===== src/common/lpdpd_pkg.sv =====
// Shared types and timing constants for the power-down sequencer
package lpdpd_pkg;

  // ****************************************
  // Core clock
  // ****************************************
  localparam logic [23:0] CORE_PERIOD_PS = 24'h00c350;

  // ****************************************
  // Delays: time in ps and clock count
  // ****************************************
  localparam logic [23:0] CMD_TO_CKE_LOW_DELAY_PS = 24'h0006d6;
  localparam logic [4:0] CMD_TO_CKE_LOW_DELAY_NCK = 5'h03;
  localparam logic [23:0] CLOCK_HOLD_AFTER_CKE_LOW_PS = 24'h001388;
  localparam logic [4:0] CLOCK_HOLD_AFTER_CKE_LOW_NCK = 5'h05;
  localparam logic [23:0] CS_SETUP_BEFORE_CKE_LOW_PS = 24'h0006d6;
  localparam logic [23:0] CS_HOLD_AFTER_CKE_LOW_PS = 24'h001388;
  localparam logic [4:0] CS_HOLD_AFTER_CKE_LOW_NCK = 5'h05;
  localparam logic [23:0] CLOCK_SETUP_BEFORE_CKE_HIGH_PS = 24'h0006d6;
  localparam logic [4:0] CLOCK_SETUP_BEFORE_CKE_HIGH_NCK = 5'h03;
  localparam logic [23:0] POWERDOWN_EXIT_DELAY_PS = 24'h001d4c;
  localparam logic [4:0] POWERDOWN_EXIT_DELAY_NCK = 5'h05;
  localparam logic [23:0] CS_SETUP_BEFORE_CKE_HIGH_PS = 24'h0006d6;
  localparam logic [23:0] CS_HOLD_AFTER_CKE_HIGH_PS = 24'h001d4c;
  localparam logic [4:0] CS_HOLD_AFTER_CKE_HIGH_NCK = 5'h05;
  localparam logic [23:0] MODE_WRITE_TO_CKE_LOW_HOLD_PS = 24'h0036b0;
  localparam logic [4:0] MODE_WRITE_TO_CKE_LOW_HOLD_NCK = 5'h0a;
  localparam logic [23:0] CALIB_START_TO_CKE_LOW_HOLD_PS = 24'h0006d6;
  localparam logic [4:0] CALIB_START_TO_CKE_LOW_HOLD_NCK = 5'h03;
  localparam logic [4:0] FIFO_WRITE_AFTER_EXIT_DELAY_NCK = 5'h03;
  localparam logic [23:0] OSC_STOP_TO_READOUT_DELAY_PS = 24'h009c40;
  localparam logic [4:0] OSC_STOP_TO_READOUT_DELAY_NCK = 5'h08;
  localparam logic [23:0] CLOCK_HOLD_AFTER_SETPOINT_ENTRY_PS = 24'h001d4c;
  localparam logic [4:0] CLOCK_HOLD_AFTER_SETPOINT_ENTRY_NCK = 5'h04;
  localparam logic [23:0] CLOCK_BEFORE_FIRST_CMD_AFTER_SETPOINT_PS = 24'h001d4c;
  localparam logic [4:0] CLOCK_BEFORE_FIRST_CMD_AFTER_SETPOINT_NCK = 5'h04;
  localparam logic [23:0] SETPOINT_SWITCH_TIME_SHORT_PS = 24'h030d40;
  localparam logic [23:0] SETPOINT_SWITCH_TIME_MIDDLE_PS = 24'h030d40;
  localparam logic [23:0] SETPOINT_SWITCH_TIME_LONG_PS = 24'h03d090;

  // ****************************************
  // Reference voltage field layout
  // ****************************************
  localparam int VREF_RANGE_BIT = 6;
  localparam int VREF_VALUE_MSB = 5;
  localparam logic [5:0] VREF_STEP_THRESH = 6'h04;

  // ****************************************
  // Gate mask bits
  // ****************************************
  localparam int GATE_FIFO_BIT = 0;
  localparam int GATE_READ_BIT = 1;

  // ****************************************
  // Types
  // ****************************************
  typedef enum logic [2:0] {
    CMD_OTHER = 3'h0,
    CMD_MODE_WRITE = 3'h1,
    CMD_CALIB_START = 3'h2,
    CMD_FIFO_WRITE = 3'h3,
    CMD_OSC_STOP = 3'h4,
    CMD_MODE_READ = 3'h5,
    CMD_SETPOINT = 3'h6
  } lpdpd_cmd_e;

  typedef enum logic [2:0] {
    ST_ACTIVE = 3'h0,
    ST_PD_HOLD = 3'h1,
    ST_PD_SLEEP = 3'h3,
    ST_EXIT_SETUP = 3'h2,
    ST_EXIT_WAIT = 3'h6,
    ST_FSP_ENTRY = 3'h7,
    ST_FSP_SWITCH = 3'h5,
    ST_FSP_EXIT = 3'h4
  } lpdpd_state_e;

  typedef struct packed {
    lpdpd_cmd_e kind;
    logic [15:0] addr;
  } lpdpd_cmd_s;

  typedef struct packed {
    logic cke;
    logic ck_run;
    logic cs_valid;
    logic cmd_valid;
    lpdpd_cmd_s cmd;
  } lpdpd_pins_s;

  localparam lpdpd_pins_s PINS_RESET = '{
    cke: 1'b1, ck_run: 1'b1, cs_valid: 1'b1, cmd_valid: 1'b0,
    cmd: '{kind: CMD_OTHER, addr: 16'h0000}};

endpackage


===== src/design/lpdpd_wait_timer.sv =====
// Minimum-delay timer that honours a time and a clock count together
`timescale 1ns/1ns
module lpdpd_wait_timer (
  input wire logic core_clk_in,
  input wire logic srst_in,
  input wire logic start_in,
  input wire logic [23:0] time_ps_in,
  input wire logic [4:0] ncyc_in,
  input wire logic [15:0] tck_ps_in,
  output logic done_out
);

  logic busy_q, busy_d;
  logic [23:0] target_q, target_d;
  logic [23:0] elapsed_q, elapsed_d;
  logic [23:0] cyc_ps;
  logic [24:0] sum;

  // ****************************************
  // Next state
  // ****************************************
  always_comb begin
    cyc_ps = 24'(ncyc_in) * 24'(tck_ps_in);
    sum = {1'b0, elapsed_q} + {1'b0, lpdpd_pkg::CORE_PERIOD_PS};
    busy_d = busy_q;
    target_d = target_q;
    elapsed_d = elapsed_q;
    if (start_in) begin
      target_d = (time_ps_in > cyc_ps) ? time_ps_in : cyc_ps;
      elapsed_d = 24'h000000;
      busy_d = 1'b1;
    end else if (busy_q) begin
      elapsed_d = sum[23:0];
      if (sum >= {1'b0, target_q}) begin
        busy_d = 1'b0;
      end
    end
  end

  always_ff @(posedge core_clk_in) begin
    if (srst_in) begin
      busy_q <= 1'b0;
      target_q <= 24'h000000;
      elapsed_q <= 24'h000000;
    end else begin
      busy_q <= busy_d;
      target_q <= target_d;
      elapsed_q <= elapsed_d;
    end
  end

  assign done_out = !busy_q;

endmodule


===== src/design/lpdpd_fsp_class.sv =====
// Set point switching time class from both reference voltage settings
`timescale 1ns/1ns
module lpdpd_fsp_class (
  input wire logic [6:0] vref_op0_in,
  input wire logic [6:0] vref_op1_in,
  output logic [23:0] switch_ps_out
);

  logic [5:0] v0, v1, diff;

  always_comb begin
    v0 = vref_op0_in[lpdpd_pkg::VREF_VALUE_MSB:0];
    v1 = vref_op1_in[lpdpd_pkg::VREF_VALUE_MSB:0];
    diff = (v0 > v1) ? (v0 - v1) : (v1 - v0);
    if (vref_op0_in[lpdpd_pkg::VREF_RANGE_BIT] !=
        vref_op1_in[lpdpd_pkg::VREF_RANGE_BIT]) begin
      switch_ps_out = lpdpd_pkg::SETPOINT_SWITCH_TIME_LONG_PS;
    end else if (diff > lpdpd_pkg::VREF_STEP_THRESH) begin
      switch_ps_out = lpdpd_pkg::SETPOINT_SWITCH_TIME_MIDDLE_PS;
    end else begin
      switch_ps_out = lpdpd_pkg::SETPOINT_SWITCH_TIME_SHORT_PS;
    end
  end

endmodule


===== src/design/lpdpd_ctrl.sv =====
// Host-side power-down and set point sequencer for a low-power DRAM
`timescale 1ns/1ns
module lpdpd_ctrl (
  input wire logic core_clk_in,
  input wire logic srst_in,
  input wire logic [15:0] tck_ps_in,
  input wire logic [23:0] rcd_ps_in,
  input wire logic [6:0] vref_op0_in,
  input wire logic [6:0] vref_op1_in,
  input wire logic pd_req_in,
  input wire logic cmd_valid_in,
  input wire lpdpd_pkg::lpdpd_cmd_s cmd_in,
  output logic cmd_ready_out,
  output lpdpd_pkg::lpdpd_pins_s pins_out,
  output logic powered_down_out
);

  lpdpd_pkg::lpdpd_state_e state_q, state_d;
  lpdpd_pkg::lpdpd_cmd_e last_kind_q, last_kind_d;
  lpdpd_pkg::lpdpd_pins_s pins_q, pins_d;
  logic pd_q, pd_d;
  logic [1:0] gate_mask_q, gate_mask_d;
  logic seq_start, seq_done;
  logic gate_start, gate_done;
  logic [23:0] seq_ps, gate_ps, fsp_ps;
  logic [4:0] seq_ncyc, gate_ncyc;
  logic accept, blocked;

  function automatic logic [23:0] max_ps(
    input logic [23:0] a,
    input logic [23:0] b
  );
    return (a > b) ? a : b;
  endfunction

  function automatic logic [4:0] max_n(
    input logic [4:0] a,
    input logic [4:0] b
  );
    return (a > b) ? a : b;
  endfunction

  // ****************************************
  // Timers
  // ****************************************
  // period-driven counts
  lpdpd_wait_timer u_seq_timer (
    .core_clk_in(core_clk_in),
    .srst_in(srst_in),
    .start_in(seq_start),
    .time_ps_in(seq_ps),
    .ncyc_in(seq_ncyc),
    .tck_ps_in(tck_ps_in),
    .done_out(seq_done)
  );

  lpdpd_wait_timer u_gate_timer (
    .core_clk_in(core_clk_in),
    .srst_in(srst_in),
    .start_in(gate_start),
    .time_ps_in(gate_ps),
    .ncyc_in(gate_ncyc),
    .tck_ps_in(tck_ps_in),
    .done_out(gate_done)
  );

  lpdpd_fsp_class u_fsp_class (
    .vref_op0_in(vref_op0_in),
    .vref_op1_in(vref_op1_in),
    .switch_ps_out(fsp_ps)
  );

  // ****************************************
  // Command acceptance
  // ****************************************
  always_comb begin
    blocked = 1'b0;
    if (!gate_done) begin
      if (cmd_in.kind == lpdpd_pkg::CMD_FIFO_WRITE &&
          gate_mask_q[lpdpd_pkg::GATE_FIFO_BIT]) begin
        blocked = 1'b1;
      end
      if (cmd_in.kind == lpdpd_pkg::CMD_MODE_READ &&
          gate_mask_q[lpdpd_pkg::GATE_READ_BIT]) begin
        blocked = 1'b1;
      end
      if (cmd_in.kind == lpdpd_pkg::CMD_OSC_STOP) begin
        blocked = 1'b1;
      end
    end
  end

  assign cmd_ready_out = (state_q == lpdpd_pkg::ST_ACTIVE) &&
                         !pd_req_in && !blocked;
  assign accept = cmd_valid_in && cmd_ready_out;

  // ****************************************
  // Sequencer
  // ****************************************
  always_comb begin
    state_d = state_q;
    last_kind_d = last_kind_q;
    gate_mask_d = gate_mask_q;
    seq_start = 1'b0;
    seq_ps = 24'h000000;
    seq_ncyc = 5'h00;
    gate_start = 1'b0;
    gate_ps = 24'h000000;
    gate_ncyc = 5'h00;
    pins_d = pins_q;
    pins_d.cmd_valid = 1'b0;
    case (state_q)
      lpdpd_pkg::ST_ACTIVE: begin
        if (pd_req_in && seq_done && gate_done) begin
          state_d = lpdpd_pkg::ST_PD_HOLD;
          seq_start = 1'b1;
          seq_ps = max_ps(lpdpd_pkg::CLOCK_HOLD_AFTER_CKE_LOW_PS,
                          lpdpd_pkg::CS_HOLD_AFTER_CKE_LOW_PS);
          seq_ncyc = max_n(lpdpd_pkg::CLOCK_HOLD_AFTER_CKE_LOW_NCK,
                           lpdpd_pkg::CS_HOLD_AFTER_CKE_LOW_NCK);
          if (last_kind_q == lpdpd_pkg::CMD_MODE_WRITE) begin
            seq_ps = max_ps(seq_ps, lpdpd_pkg::MODE_WRITE_TO_CKE_LOW_HOLD_PS);
            seq_ncyc = max_n(seq_ncyc, lpdpd_pkg::MODE_WRITE_TO_CKE_LOW_HOLD_NCK);
          end
          if (last_kind_q == lpdpd_pkg::CMD_CALIB_START) begin
            seq_ps = max_ps(seq_ps, lpdpd_pkg::CALIB_START_TO_CKE_LOW_HOLD_PS);
            seq_ncyc = max_n(seq_ncyc, lpdpd_pkg::CALIB_START_TO_CKE_LOW_HOLD_NCK);
          end
        end else if (accept) begin
          pins_d.cmd_valid = 1'b1;
          pins_d.cmd = cmd_in;
          last_kind_d = cmd_in.kind;
          seq_start = 1'b1;
          seq_ps = max_ps(lpdpd_pkg::CMD_TO_CKE_LOW_DELAY_PS,
                          lpdpd_pkg::CS_SETUP_BEFORE_CKE_LOW_PS);
          seq_ncyc = lpdpd_pkg::CMD_TO_CKE_LOW_DELAY_NCK;
          if (cmd_in.kind == lpdpd_pkg::CMD_SETPOINT) begin
            state_d = lpdpd_pkg::ST_FSP_ENTRY;
            seq_ps = lpdpd_pkg::CLOCK_HOLD_AFTER_SETPOINT_ENTRY_PS;
            seq_ncyc = lpdpd_pkg::CLOCK_HOLD_AFTER_SETPOINT_ENTRY_NCK;
          end
          if (cmd_in.kind == lpdpd_pkg::CMD_OSC_STOP) begin
            gate_start = 1'b1;
            gate_ps = lpdpd_pkg::OSC_STOP_TO_READOUT_DELAY_PS;
            gate_ncyc = lpdpd_pkg::OSC_STOP_TO_READOUT_DELAY_NCK;
            gate_mask_d = 2'h0;
            gate_mask_d[lpdpd_pkg::GATE_READ_BIT] = 1'b1;
          end
        end
      end
      lpdpd_pkg::ST_PD_HOLD: begin
        if (seq_done) begin
          state_d = lpdpd_pkg::ST_PD_SLEEP;
        end
      end
      lpdpd_pkg::ST_PD_SLEEP: begin
        if (!pd_req_in) begin
          state_d = lpdpd_pkg::ST_EXIT_SETUP;
          seq_start = 1'b1;
          seq_ps = max_ps(lpdpd_pkg::CLOCK_SETUP_BEFORE_CKE_HIGH_PS,
                          lpdpd_pkg::CS_SETUP_BEFORE_CKE_HIGH_PS);
          seq_ncyc = lpdpd_pkg::CLOCK_SETUP_BEFORE_CKE_HIGH_NCK;
        end
      end
      lpdpd_pkg::ST_EXIT_SETUP: begin
        if (seq_done) begin
          state_d = lpdpd_pkg::ST_EXIT_WAIT;
          seq_start = 1'b1;
          seq_ps = max_ps(lpdpd_pkg::POWERDOWN_EXIT_DELAY_PS,
                          lpdpd_pkg::CS_HOLD_AFTER_CKE_HIGH_PS);
          seq_ncyc = max_n(lpdpd_pkg::POWERDOWN_EXIT_DELAY_NCK,
                           lpdpd_pkg::CS_HOLD_AFTER_CKE_HIGH_NCK);
        end
      end
      lpdpd_pkg::ST_EXIT_WAIT: begin
        if (seq_done) begin
          state_d = lpdpd_pkg::ST_ACTIVE;
          gate_start = 1'b1;
          gate_ps = rcd_ps_in +
                    24'(lpdpd_pkg::FIFO_WRITE_AFTER_EXIT_DELAY_NCK) * 24'(tck_ps_in);
          gate_mask_d = 2'h0;
          gate_mask_d[lpdpd_pkg::GATE_FIFO_BIT] = 1'b1;
        end
      end
      lpdpd_pkg::ST_FSP_ENTRY: begin
        if (seq_done) begin
          state_d = lpdpd_pkg::ST_FSP_SWITCH;
          seq_start = 1'b1;
          seq_ps = fsp_ps;
        end
      end
      lpdpd_pkg::ST_FSP_SWITCH: begin
        if (seq_done) begin
          state_d = lpdpd_pkg::ST_FSP_EXIT;
          seq_start = 1'b1;
          seq_ps = lpdpd_pkg::CLOCK_BEFORE_FIRST_CMD_AFTER_SETPOINT_PS;
          seq_ncyc = lpdpd_pkg::CLOCK_BEFORE_FIRST_CMD_AFTER_SETPOINT_NCK;
        end
      end
      lpdpd_pkg::ST_FSP_EXIT: begin
        if (seq_done) begin
          state_d = lpdpd_pkg::ST_ACTIVE;
        end
      end
      default: begin
        state_d = lpdpd_pkg::ST_ACTIVE;
      end
    endcase
    pins_d.cke = !(state_d inside {lpdpd_pkg::ST_PD_HOLD,
                                   lpdpd_pkg::ST_PD_SLEEP,
                                   lpdpd_pkg::ST_EXIT_SETUP});
    pins_d.ck_run = !(state_d inside {lpdpd_pkg::ST_PD_SLEEP,
                                      lpdpd_pkg::ST_FSP_SWITCH});
    pins_d.cs_valid = (state_d != lpdpd_pkg::ST_PD_SLEEP);
    pd_d = (state_d == lpdpd_pkg::ST_PD_SLEEP);
  end

  always_ff @(posedge core_clk_in) begin
    if (srst_in) begin
      state_q <= lpdpd_pkg::ST_ACTIVE;
      last_kind_q <= lpdpd_pkg::CMD_OTHER;
      gate_mask_q <= 2'h0;
      pins_q <= lpdpd_pkg::PINS_RESET;
      pd_q <= 1'b0;
    end else begin
      state_q <= state_d;
      last_kind_q <= last_kind_d;
      gate_mask_q <= gate_mask_d;
      pins_q <= pins_d;
      pd_q <= pd_d;
    end
  end

  assign pins_out = pins_q;
  assign powered_down_out = pd_q;
endmodule


===== config.mk =====
export PLATFORM = sky130hd
export DESIGN_NAME = lpdpd_ctrl
export DESIGN_NICKNAME = d
export VERILOG_FILES = /design/src/common/lpdpd_pkg.sv /design/src/design/lpdpd_wait_timer.sv /design/src/design/lpdpd_fsp_class.sv /design/src/design/lpdpd_ctrl.sv
export SDC_FILE = /design/constraint.sdc
export NUM_CORES = 1
export LEC_CHECK = 0
export BUFFER_PORTS_ARGS = -buffer_cell sky130_fd_sc_hd__buf_2
export CAP_MARGIN = 20
export CORE_MARGIN = 5
export CORE_UTILIZATION = 68
export DETAILED_ROUTE_END_ITERATION = 8
export PLACE_DENSITY_LB_ADDON = 0.12
export SLEW_MARGIN = 20
export SYNTH_ARGS = -nofsm -noshare
export SYNTH_HDL_FRONTEND = slang
export SYNTH_HIERARCHICAL = 1
export SYNTH_SLANG_ARGS = --single-unit

===== constraint.sdc =====
create_clock -name core_clk_in -period 13.6 [get_ports core_clk_in]
set_input_delay 0.68 -clock core_clk_in [delete_from_list [all_inputs] [get_ports core_clk_in]]
set_output_delay 0.68 -clock core_clk_in [all_outputs]
set_load 0.05 [all_outputs]

### Word level (Yosys, flattened, before mapping)

Cells that the tools add are included.

* div/mod/pow operators: 0
* $lt $le $gt $ge: 6
* reduce and logical (&&, ||, !) cells: 25
* $add $sub $neg: 3
* multiply operators: 3
* mux-type cells: 71
* bitwise logic cells: 2
* equal/unequal tests: 23
* shifts and indexed selects: 0

Operators with widths (count)
* 24-bit 2-to-1 mux: 9
* 24-bit one-hot mux with 4 select lines: 1
* 16-bit 2-to-1 mux: 4
* 24-bit by 16-bit adder with 25-bit output, second input constant: 2
* 25-bit by 24-bit >= comparator with 1-bit output: 2
* 24-bit by 21-bit > comparator with 1-bit output: 2
* 24-bit one-hot mux with 2 select lines: 1
* 13-bit 2-to-1 mux: 3
* 3-bit 2-to-1 mux: 13
* 5-bit 2-to-1 mux: 5
* 24-bit by 18-bit adder with 24-bit output: 1
* 3-bit == test, second input constant: 8
* 24-bit by 11-bit > comparator with 1-bit output, second input constant: 1
* 5-bit by 16-bit multiplier with 21-bit output: 1
* 3-bit one-hot mux with 7 select lines: 1
* 4-bit by 16-bit multiplier with 20-bit output: 1
* 20-bit 2-to-1 mux: 1
* 4-bit 2-to-1 mux: 5
* 5-bit one-hot mux with 4 select lines: 1
* 3-bit by 2-bit == test with 1-bit output, second input constant: 6
* 2-bit by 16-bit multiplier with 18-bit output, first input constant: 1
* 1-bit 2-to-1 mux: 17
* 14-bit 2-to-1 mux: 1
* 11-bit 2-to-1 mux: 1
* other kinds (20): 45

* latch bits: 0
* memories kept: 0
* output and inout bits: 25
* input port bits: 77
* ROM bits: 0
* bits in registers: 127
* bits in writable memories: 0

### Logic depth before layout (Yosys ltp)

Gate-level depths: netlist (run 1).

* word-level depth: 15
* depth in mapped cells: 34
* depth with buffers taken out: 28

### Cells and area by module

Netlist (run 1), hierarchy kept.

By module, submodules not included
* lpdpd_wait_timer at u_gate_timer: cells each 698, area an instance 5790.6 um^2, times used 1
* lpdpd_wait_timer at u_seq_timer: cells each 726, area an instance 5771.8 um^2, times used 1
* lpdpd_ctrl: cells each 385, area an instance 3076.7 um^2, times used 1
* lpdpd_fsp_class: cells each 26, area an instance 190.2 um^2, times used 1

### Worst setup path after synthesis (run 1)

No wires, ideal clock.

* kind: input to register
* start point: input port pd_req_in
* end point: register u_seq_timer.target_q[10]
* arrival time: 6.454 ns
* setup time: 0.086 ns
* slack: 7.061 ns
* buffers on the path: 3
* stages: 29
* cell sequence: nor4_2 -> and2_1 -> o211ai_1 -> and3_1 -> inv_1 -> clkbuf_1 -> and2_1 -> fa_1 -> fa_1 -> inv_1 -> fa_1 -> inv_1 -> ha_1 -> clkbuf_1 -> a21oi_1 -> o31ai_1 -> a21oi_1 -> a21boi_0 -> o21bai_1 -> xnor2_1 -> ha_1 -> nand3_1 -> nor4_4 -> nand2_1 -> a21oi_1 -> o21a_1 -> buf_6 -> mux2_2 -> a211oi_1

* longest elaborated chain between the ends: 10
* elaborated cells on any way between the ends: 21
* classes of those cells: mul: 1; order compare: 1; mux: 13; reduce/logical: 6

RTL lines
* start, declared: RTL line lpdpd_ctrl.sv:10 `input wire logic pd_req_in,`
* 1-bit zero test
* 1-bit logical AND: RTL line lpdpd_ctrl.sv:93 `assign cmd_ready_out = (state_q == lpdpd_pkg::ST_ACTIVE) &&`
* 1-bit logical AND: RTL line lpdpd_ctrl.sv:94 `!pd_req_in && !blocked;`
* 1-bit logical AND: RTL line lpdpd_ctrl.sv:95 `assign accept = cmd_valid_in && cmd_ready_out;`
* 3-bit 2-to-1 mux: RTL line lpdpd_ctrl.sv:129 `end else if (accept) begin`
* 5-bit 2-to-1 mux *: RTL line lpdpd_ctrl.sv:114 `if (pd_req_in && seq_done && gate_done) begin`
* 5-bit one-hot mux with 4 select lines *: RTL line lpdpd_ctrl.sv:112 `case (state_q)`
* named net seq_ncyc[2]: RTL line lpdpd_ctrl.sv:26 `logic [4:0] seq_ncyc, gate_ncyc;`
* 5-bit by 16-bit multiplier with 21-bit output *: RTL line lpdpd_wait_timer.sv:23 `cyc_ps = 24'(ncyc_in) * 24'(tck_ps_in);`
* 24-bit by 21-bit > comparator with 1-bit output: RTL line lpdpd_wait_timer.sv:29 `target_d = (time_ps_in > cyc_ps) ? time_ps_in : cyc_ps;`
* 24-bit 2-to-1 mux *: RTL line lpdpd_wait_timer.sv:29
* end signal, assigned: RTL line lpdpd_wait_timer.sv:47 `target_q <= target_d;`
* end, declared: RTL line lpdpd_wait_timer.sv:14 `logic [23:0] target_q, target_d;`

Mark *: on every way through the listed nets, which the timed path passes. The rest lies on a longest branch.
A chain may end at the register's enable or synchronous reset.

### Final worst setup path (run 1)

* start point: register u_seq_timer.busy_q
* end point: register u_seq_timer.target_q[6]

* longest elaborated chain between the ends: 8
* elaborated cells on any way between the ends: 17
* classes of those cells: mul: 1; order compare: 1; mux: 12; reduce/logical: 3

RTL lines
* start, declared: RTL line lpdpd_wait_timer.sv:13 `logic busy_q, busy_d;`
* start signal, assigned: RTL line lpdpd_wait_timer.sv:46 `busy_q <= busy_d;`
* 1-bit zero test *: RTL line lpdpd_wait_timer.sv:52 `assign done_out = !busy_q;`
* named net seq_done: RTL line lpdpd_ctrl.sv:23 `logic seq_start, seq_done;`
* 1-bit logical AND * (2 in a row): RTL line lpdpd_ctrl.sv:114
* 5-bit 2-to-1 mux *: RTL line lpdpd_ctrl.sv:114
* 5-bit one-hot mux with 4 select lines *: RTL line lpdpd_ctrl.sv:112
* named net seq_ncyc[3]: RTL line lpdpd_ctrl.sv:26
* 5-bit by 16-bit multiplier with 21-bit output *: RTL line lpdpd_wait_timer.sv:23
* 24-bit by 21-bit > comparator with 1-bit output: RTL line lpdpd_wait_timer.sv:29
* 24-bit 2-to-1 mux *: RTL line lpdpd_wait_timer.sv:29

Marked as above.

==> flow_summary.json, run 1 <==
{
  "min_period_ns": 8.30,
  "crit_type": "flop to flop",
  "core_mm2": 0.0216,
  "setup_tns_ns": 0,
  "drive_gt1_frac": 0.0855,
  "finalPower_mw": 2.37,
  "ant_nets": 0,
  "die_y_um": 158,
  "antenna_found_initial": 0,
  "critPathMaxFanout": 34,
  "clk_pin_slew_ns": 0.06,
  "cpPeakStageDelay_ns": 0.58,
  "drt-initial-drc-count": 589,
  "grt-ovfl-total": 0,
  "synth-seq-area-share": 0.161,
  "firstDrtPassIters": 5,
  "root_buffer": "clkbuf_16",
  "synth_area_mm2": 0.0148,
  "ys_ff_latch": 119,
  "slew_headroom": 0.378,
  "final-setup-viol-count": 0,
  "hp-class": "flop to flop",
  "top_usage_layer": "met2",
  "htree_levels": 4,
  "crit_top_cell": "inv_1",
  "powerDensity_mw_per_mm2": 148,
  "gp_congestion": 0.903,
  "die-area_mm2": 0.0249,
  "syn_avg_cell_area_um2": 8.08,
  "diodes": 0,
  "synth_flop_cell": "dfxtp_1",
  "avgViaCountPerCell": 5.72,
  "portBuffers": 89,
  "cts.sinks": 119,
  "grt_pass1_vias": 12759,
  "syn2layout_area_growth_pct": 7.93,
  "skew_ns": 0.00936,
  "grt_pass1_wl_mm": 58.3,
  "totalWireLength_mm": 33.9,
  "dpl.hpwl_mm": 26.1,
  "vias": 12579,
  "initial_core_util": 0.686,
  "finalHoldViolations": 0,
  "grt_use_met2": 0.524,
  "nets": 2243,
  "cts_made_buffers": 17,
  "globalRouteMet3Util": 0.0358,
  "drc_errors": 0,
  "crit_buf_inv": 5,
  "io_pins": 102,
  "start_kind": "flop",
  "crit_family": "adder cells",
  "cts_tree": "yes",
  "post_drt_wl_per_cell_um": 15.4,
  "cp_data_arrival_time_ns": 8.60,
  "layout_common_cells": "214 x inv_1, 176 x nand2_1, 161 x ha_1",
  "regToRegSetupSlack_ns": 5.30,
  "cts_resized": 0,
  "fmax_ghz": 0.120,
  "rsz0062_at_grt": "no",
  "power_leakage_nw": 7.54,
  "worst_slew_pin_slew_ns": 0.931,
  "postSynth.asyncResetShare": 0,
  "synth_cell_types": 83,
  "netlist_instances": 1835,
  "grt_max_degree": 77,
  "cts_buffer_depth": 2,
  "crit_path_top_delay_cell": "nor4_1",
  "yosysWarnings": 6,
  "gr-usage-met1": 0.331,
  "fin_crit_sh": 0.610,
  "clock_latency_ns": 0.41,
  "core.rowCount": 54,
  "synth-edff-count": 0,
  "slew_violations": 0,
  "postCtsSetupBuffers": 0,
  "grt_usage": 0.281,
  "end_kind": "flop",
  "outcome": "complete, no violations",
  "ctsHoldBuffers": 0,
  "maxCapViolations": 0,
  "crit_required_ns": 13.90,
  "die-width_um": 158,
  "vdd_ir_drop_max_mv": 0.0963,
  "final_common_cell": "inv_1"
}
==> per-layer routing <==
layer  up-vias  wire [um]
met4         0       1060
met1      6012      14100
li1       6274          -
met3        71       1040
met2       222      17700
met5         -          0
==> cells by family after synthesis <==
group / count (synthesis) / synth area share
AO/OA/AOI/OAI: 326 / 0.150
XOR/XNOR: 110 / 0.0650
adder cells (fa/ha/maj): 261 / 0.271
buffers and inverters: 305 / 0.0873
flip-flops: 119 / 0.161
multiplexers: 60 / 0.0440
other: 3 / 0.000759
AND/OR/NAND/NOR: 651 / 0.221
==> cell type report <==
cell class,count,area (um^2)
fillers,1702,5620
inverters,214,803
repair buffers,95,490
well taps,280,350
clock buffers,22,484
clock inverters,10,166
multi-input cells,1458,11300
flip-flops and latches,119,2380
==> state kept, by name (all words and copies together), names as in the netlist <==
name,count
gate_mask_q,2
state_q,3
powered_down_out,1
u_seq_timer/elapsed_q,20
u_gate_timer/busy_q,1
u_gate_timer/elapsed_q,20
u_gate_timer/target_q,24
u_seq_timer/busy_q,1
u_seq_timer/target_q,24
pins_out,23
==> synthesized netlist by cell type (36+ instances only) <==
master    instances  area share
o21ai_0          59       0.020
and2_1          132       0.056
a21oi_1          84       0.028
nand2_1         176       0.045
a21o_1           36       0.018
xor2_1           64       0.038
dfxtp_1         119        0.16
mux2i_1          42       0.028
fa_1            100        0.13
clkbuf_1         51       0.013
inv_1           214       0.054
xnor2_1          46       0.027
nor2_1          147       0.037
ha_1            161        0.14
nand3_1          44       0.015
==> worst min-delay path, delay by kind of cell (launching register included) <==
family	cells	cell delay [ns]
buf+inv	1	0.05
compound gates	1	0.06
flops	1	0.31
==> path summary, 6_finish.rpt <==
path,endpoint,depth (start not counted),startpoint
worst max-delay path,u_seq_timer/target_q[6],27,u_seq_timer/busy_q
worst min register to register,gate_mask_q[1],2,gate_mask_q[1]
worst min-delay path,gate_mask_q[1],2,gate_mask_q[1]
worst max register to register,u_seq_timer/target_q[6],27,u_seq_timer/busy_q
==> power breakdown <==
part           leakage, nW  switching, mW  internal [mW]
Clock                0.313          0.162          0.327
Combinational         6.26          0.870          0.580
Sequential           0.967         0.0340          0.392
Total                 7.54           1.07           1.30
==> stage by stage <==
stage | area (um^2) | setup WS (ns) | utilization | std cells | hold slack (ns)
floorplan | 15000 | 7.06 | - | 1882 | 0.434
global placement | 15400 | 5.61 | 0.710 | 2166 | 0.456
detailed placement | 15400 | 5.41 | 0.710 | 2166 | 0.457
CTS | 16000 | 5.36 | 0.740 | 2198 | 0.478
global route | 16000 | 4.76 | 0.740 | 2198 | 0.498
finish | 16000 | 5.30 | 0.740 | 2198 | 0.477
No activity file was read; power rests on OpenSTA's default activity.
==> run 2: changes to the inputs <==
--- a/config.mk
+++ b/config.mk
@@ -8,7 +8,7 @@
 export BUFFER_PORTS_ARGS = -buffer_cell sky130_fd_sc_hd__buf_2
 export CAP_MARGIN = 20
 export CORE_MARGIN = 5
-export CORE_UTILIZATION = 68
+export CORE_UTILIZATION = 63
 export DETAILED_ROUTE_END_ITERATION = 8
 export PLACE_DENSITY_LB_ADDON = 0.12
 export SLEW_MARGIN = 20
==> constraint.sdc (replaced) <==
create_clock -name core_clk_in -period 8.4 [get_ports core_clk_in]
set_input_delay 0.42 -clock core_clk_in [delete_from_list [all_inputs] [get_ports core_clk_in]]
set_output_delay 0.42 -clock core_clk_in [all_outputs]
set_load 0.05 [all_outputs]
==> run 2 against run 1 <==
  * Core utilization decreased by 5.4 points
  * Sequential power increased by 60%
  * Critical endpoint is now u_seq_timer/target_q[13]
  * Worst setup slack got worse by 4.5 ns
  * Total power rose by 55%
  * Critical path depth up 2
  * Maximum frequency increased by 9.2%
  * Largest power group unchanged
  * Cell count grew 2.3%
  * Die area grew 7.4%
  * Highest routed layer unchanged
==> flow_summary.json, run 2 (synthesized netlist as in run 1, its figures left out) <==
{
  "maxCapViolations": 0,
  "cts_tree": "yes",
  "root_buffer": "clkbuf_16",
  "grt_use_met2": 0.479,
  "finalHoldViolations": 0,
  "rsz0062_at_grt": "no",
  "syn2layout_area_growth_pct": 7.98,
  "vdd_ir_drop_max_mv": 0.122,
  "crit_family": "adder cells",
  "ant_nets": 0,
  "antenna_found_initial": 0,
  "start_kind": "flop",
  "cts.sinks": 119,
  "post_drt_wl_per_cell_um": 14.9,
  "gp_congestion": 0.870,
  "initial_core_util": 0.636,
  "hp-class": "input port to flop",
  "ctsHoldBuffers": 0,
  "die-area_mm2": 0.0267,
  "power_leakage_nw": 7.53,
  "final_common_cell": "inv_1",
  "die_y_um": 163,
  "drc_errors": 0,
  "min_period_ns": 7.60,
  "holdWs_ns": 0.248,
  "crit_top_cell": "inv_1",
  "slew_violations": 0,
  "cts_buffer_depth": 2,
  "postCtsSetupBuffers": 0,
  "globalRouteMet3Util": 0.0318,
  "clock_latency_ns": 0.41,
  "core.rowCount": 56,
  "nets": 2253,
  "firstDrtPassIters": 6,
  "powerDensity_mw_per_mm2": 230,
  "setup_tns_ns": 0,
  "core_mm2": 0.0233,
  "skew_ns": 0.0138,
  "drive_gt1_frac": 0.0908,
  "crit_path_top_delay_cell": "fa_1",
  "clk_pin_slew_ns": 0.06,
  "worst_slack_ns": 0.799,
  "top_usage_layer": "met2",
  "cp_data_arrival_time_ns": 7.94,
  "final-setup-viol-count": 0,
  "avgViaCountPerCell": 5.58,
  "dpl.hpwl_mm": 26.4,
  "end_kind": "flop",
  "crit_required_ns": 8.74,
  "grt_pass1_wl_mm": 57.8,
  "crit_type": "flop to flop",
  "grt_usage": 0.258,
  "critPathMaxFanout": 19,
  "die-width_um": 163,
  "drt-initial-drc-count": 524,
  "gr-usage-met1": 0.315,
  "cpPeakStageDelay_ns": 0.56,
  "vias": 12546,
  "worst_slew_pin_slew_ns": 0.855,
  "cts_made_buffers": 17,
  "fmax_ghz": 0.132,
  "htree_levels": 4,
  "crit_buf_inv": 6,
  "grt_pass1_vias": 12669,
  "cts_resized": 0,
  "fin_crit_sh": 0.905,
  "totalWireLength_mm": 33.4,
  "outcome": "complete, no violations",
  "portBuffers": 89,
  "slew_headroom": 0.430,
  "layout_common_cells": "214 x inv_1, 176 x nand2_1, 161 x ha_1",
  "dp_slack_ns": 0.821,
  "grt_max_degree": 77,
  "io_pins": 102,
  "grt-ovfl-total": 0
}
## run 2: report_power, final
group	switching, mW	total, mW	leakage (nW)	internal, mW
logic	1.40	2.35	6.31	0.946
clock network	0.271	0.647	0.252	0.376
registers	0.0468	0.681	0.967	0.634
## run 2: worst paths after layout
kind	from	endpoint	slack, ns	cells after the start
worst max-delay path	u_gate_timer/busy_q	u_seq_timer/target_q[13]	0.80	29
worst min-delay path	cmd_in[0]	pins_out[0]	0.25	3
worst max register to register	u_gate_timer/busy_q	u_seq_timer/target_q[13]	0.80	29
worst min register to register	gate_mask_q[1]	gate_mask_q[1]	0.48	2
## run 2: final cells by class
class	instances	area, um^2
Multi-Input combinational cell	1458	11300
Fill cell	2044	7320
Sequential cell	119	2380
Inverter	214	803
Timing Repair Buffer	105	566
Clock buffer	17	425
Tap cell	319	399
Clock inverter	15	106
Antenna cell	1	2.50
## run 2: layer usage
| layer | part of all wire | routed length, um |
|---|---|---|
| met1 | 0.43 | 14300 |
| met2 | 0.52 | 17400 |
| met3 | 0.028 | 936 |
| met4 | 0.023 | 774 |
| met5 | 0 | 0 |
## run 2: per-stage QoR
| step | util | std cells | instance area [um^2] | total power, mW |
|---|---|---|---|---|
| after floorplan | - | 1882 | 15000 | 2.55 |
| after global placement | 0.663 | 2215 | 15500 | 2.95 |
| after detailed placement | 0.663 | 2215 | 15500 | 3.01 |
| after CTS | 0.686 | 2247 | 16000 | 3.67 |
| after global routing | 0.686 | 2247 | 16000 | 4.05 |
| final | 0.686 | 2248 | 16000 | 3.68 |
## run 2: worst reg2reg max path, delay by kind of cell, from the launching register on
kind                     cells  cell delay [ns]
AO/OA/AOI/OAI                8             1.77
XOR/XNOR                     1             0.22
adder cells (fa/ha/maj)      5             2.06
buffers and inverters        6             1.23
flip-flops                   1             0.29
multiplexers                 1             0.35
AND/OR/NAND/NOR              8             1.61
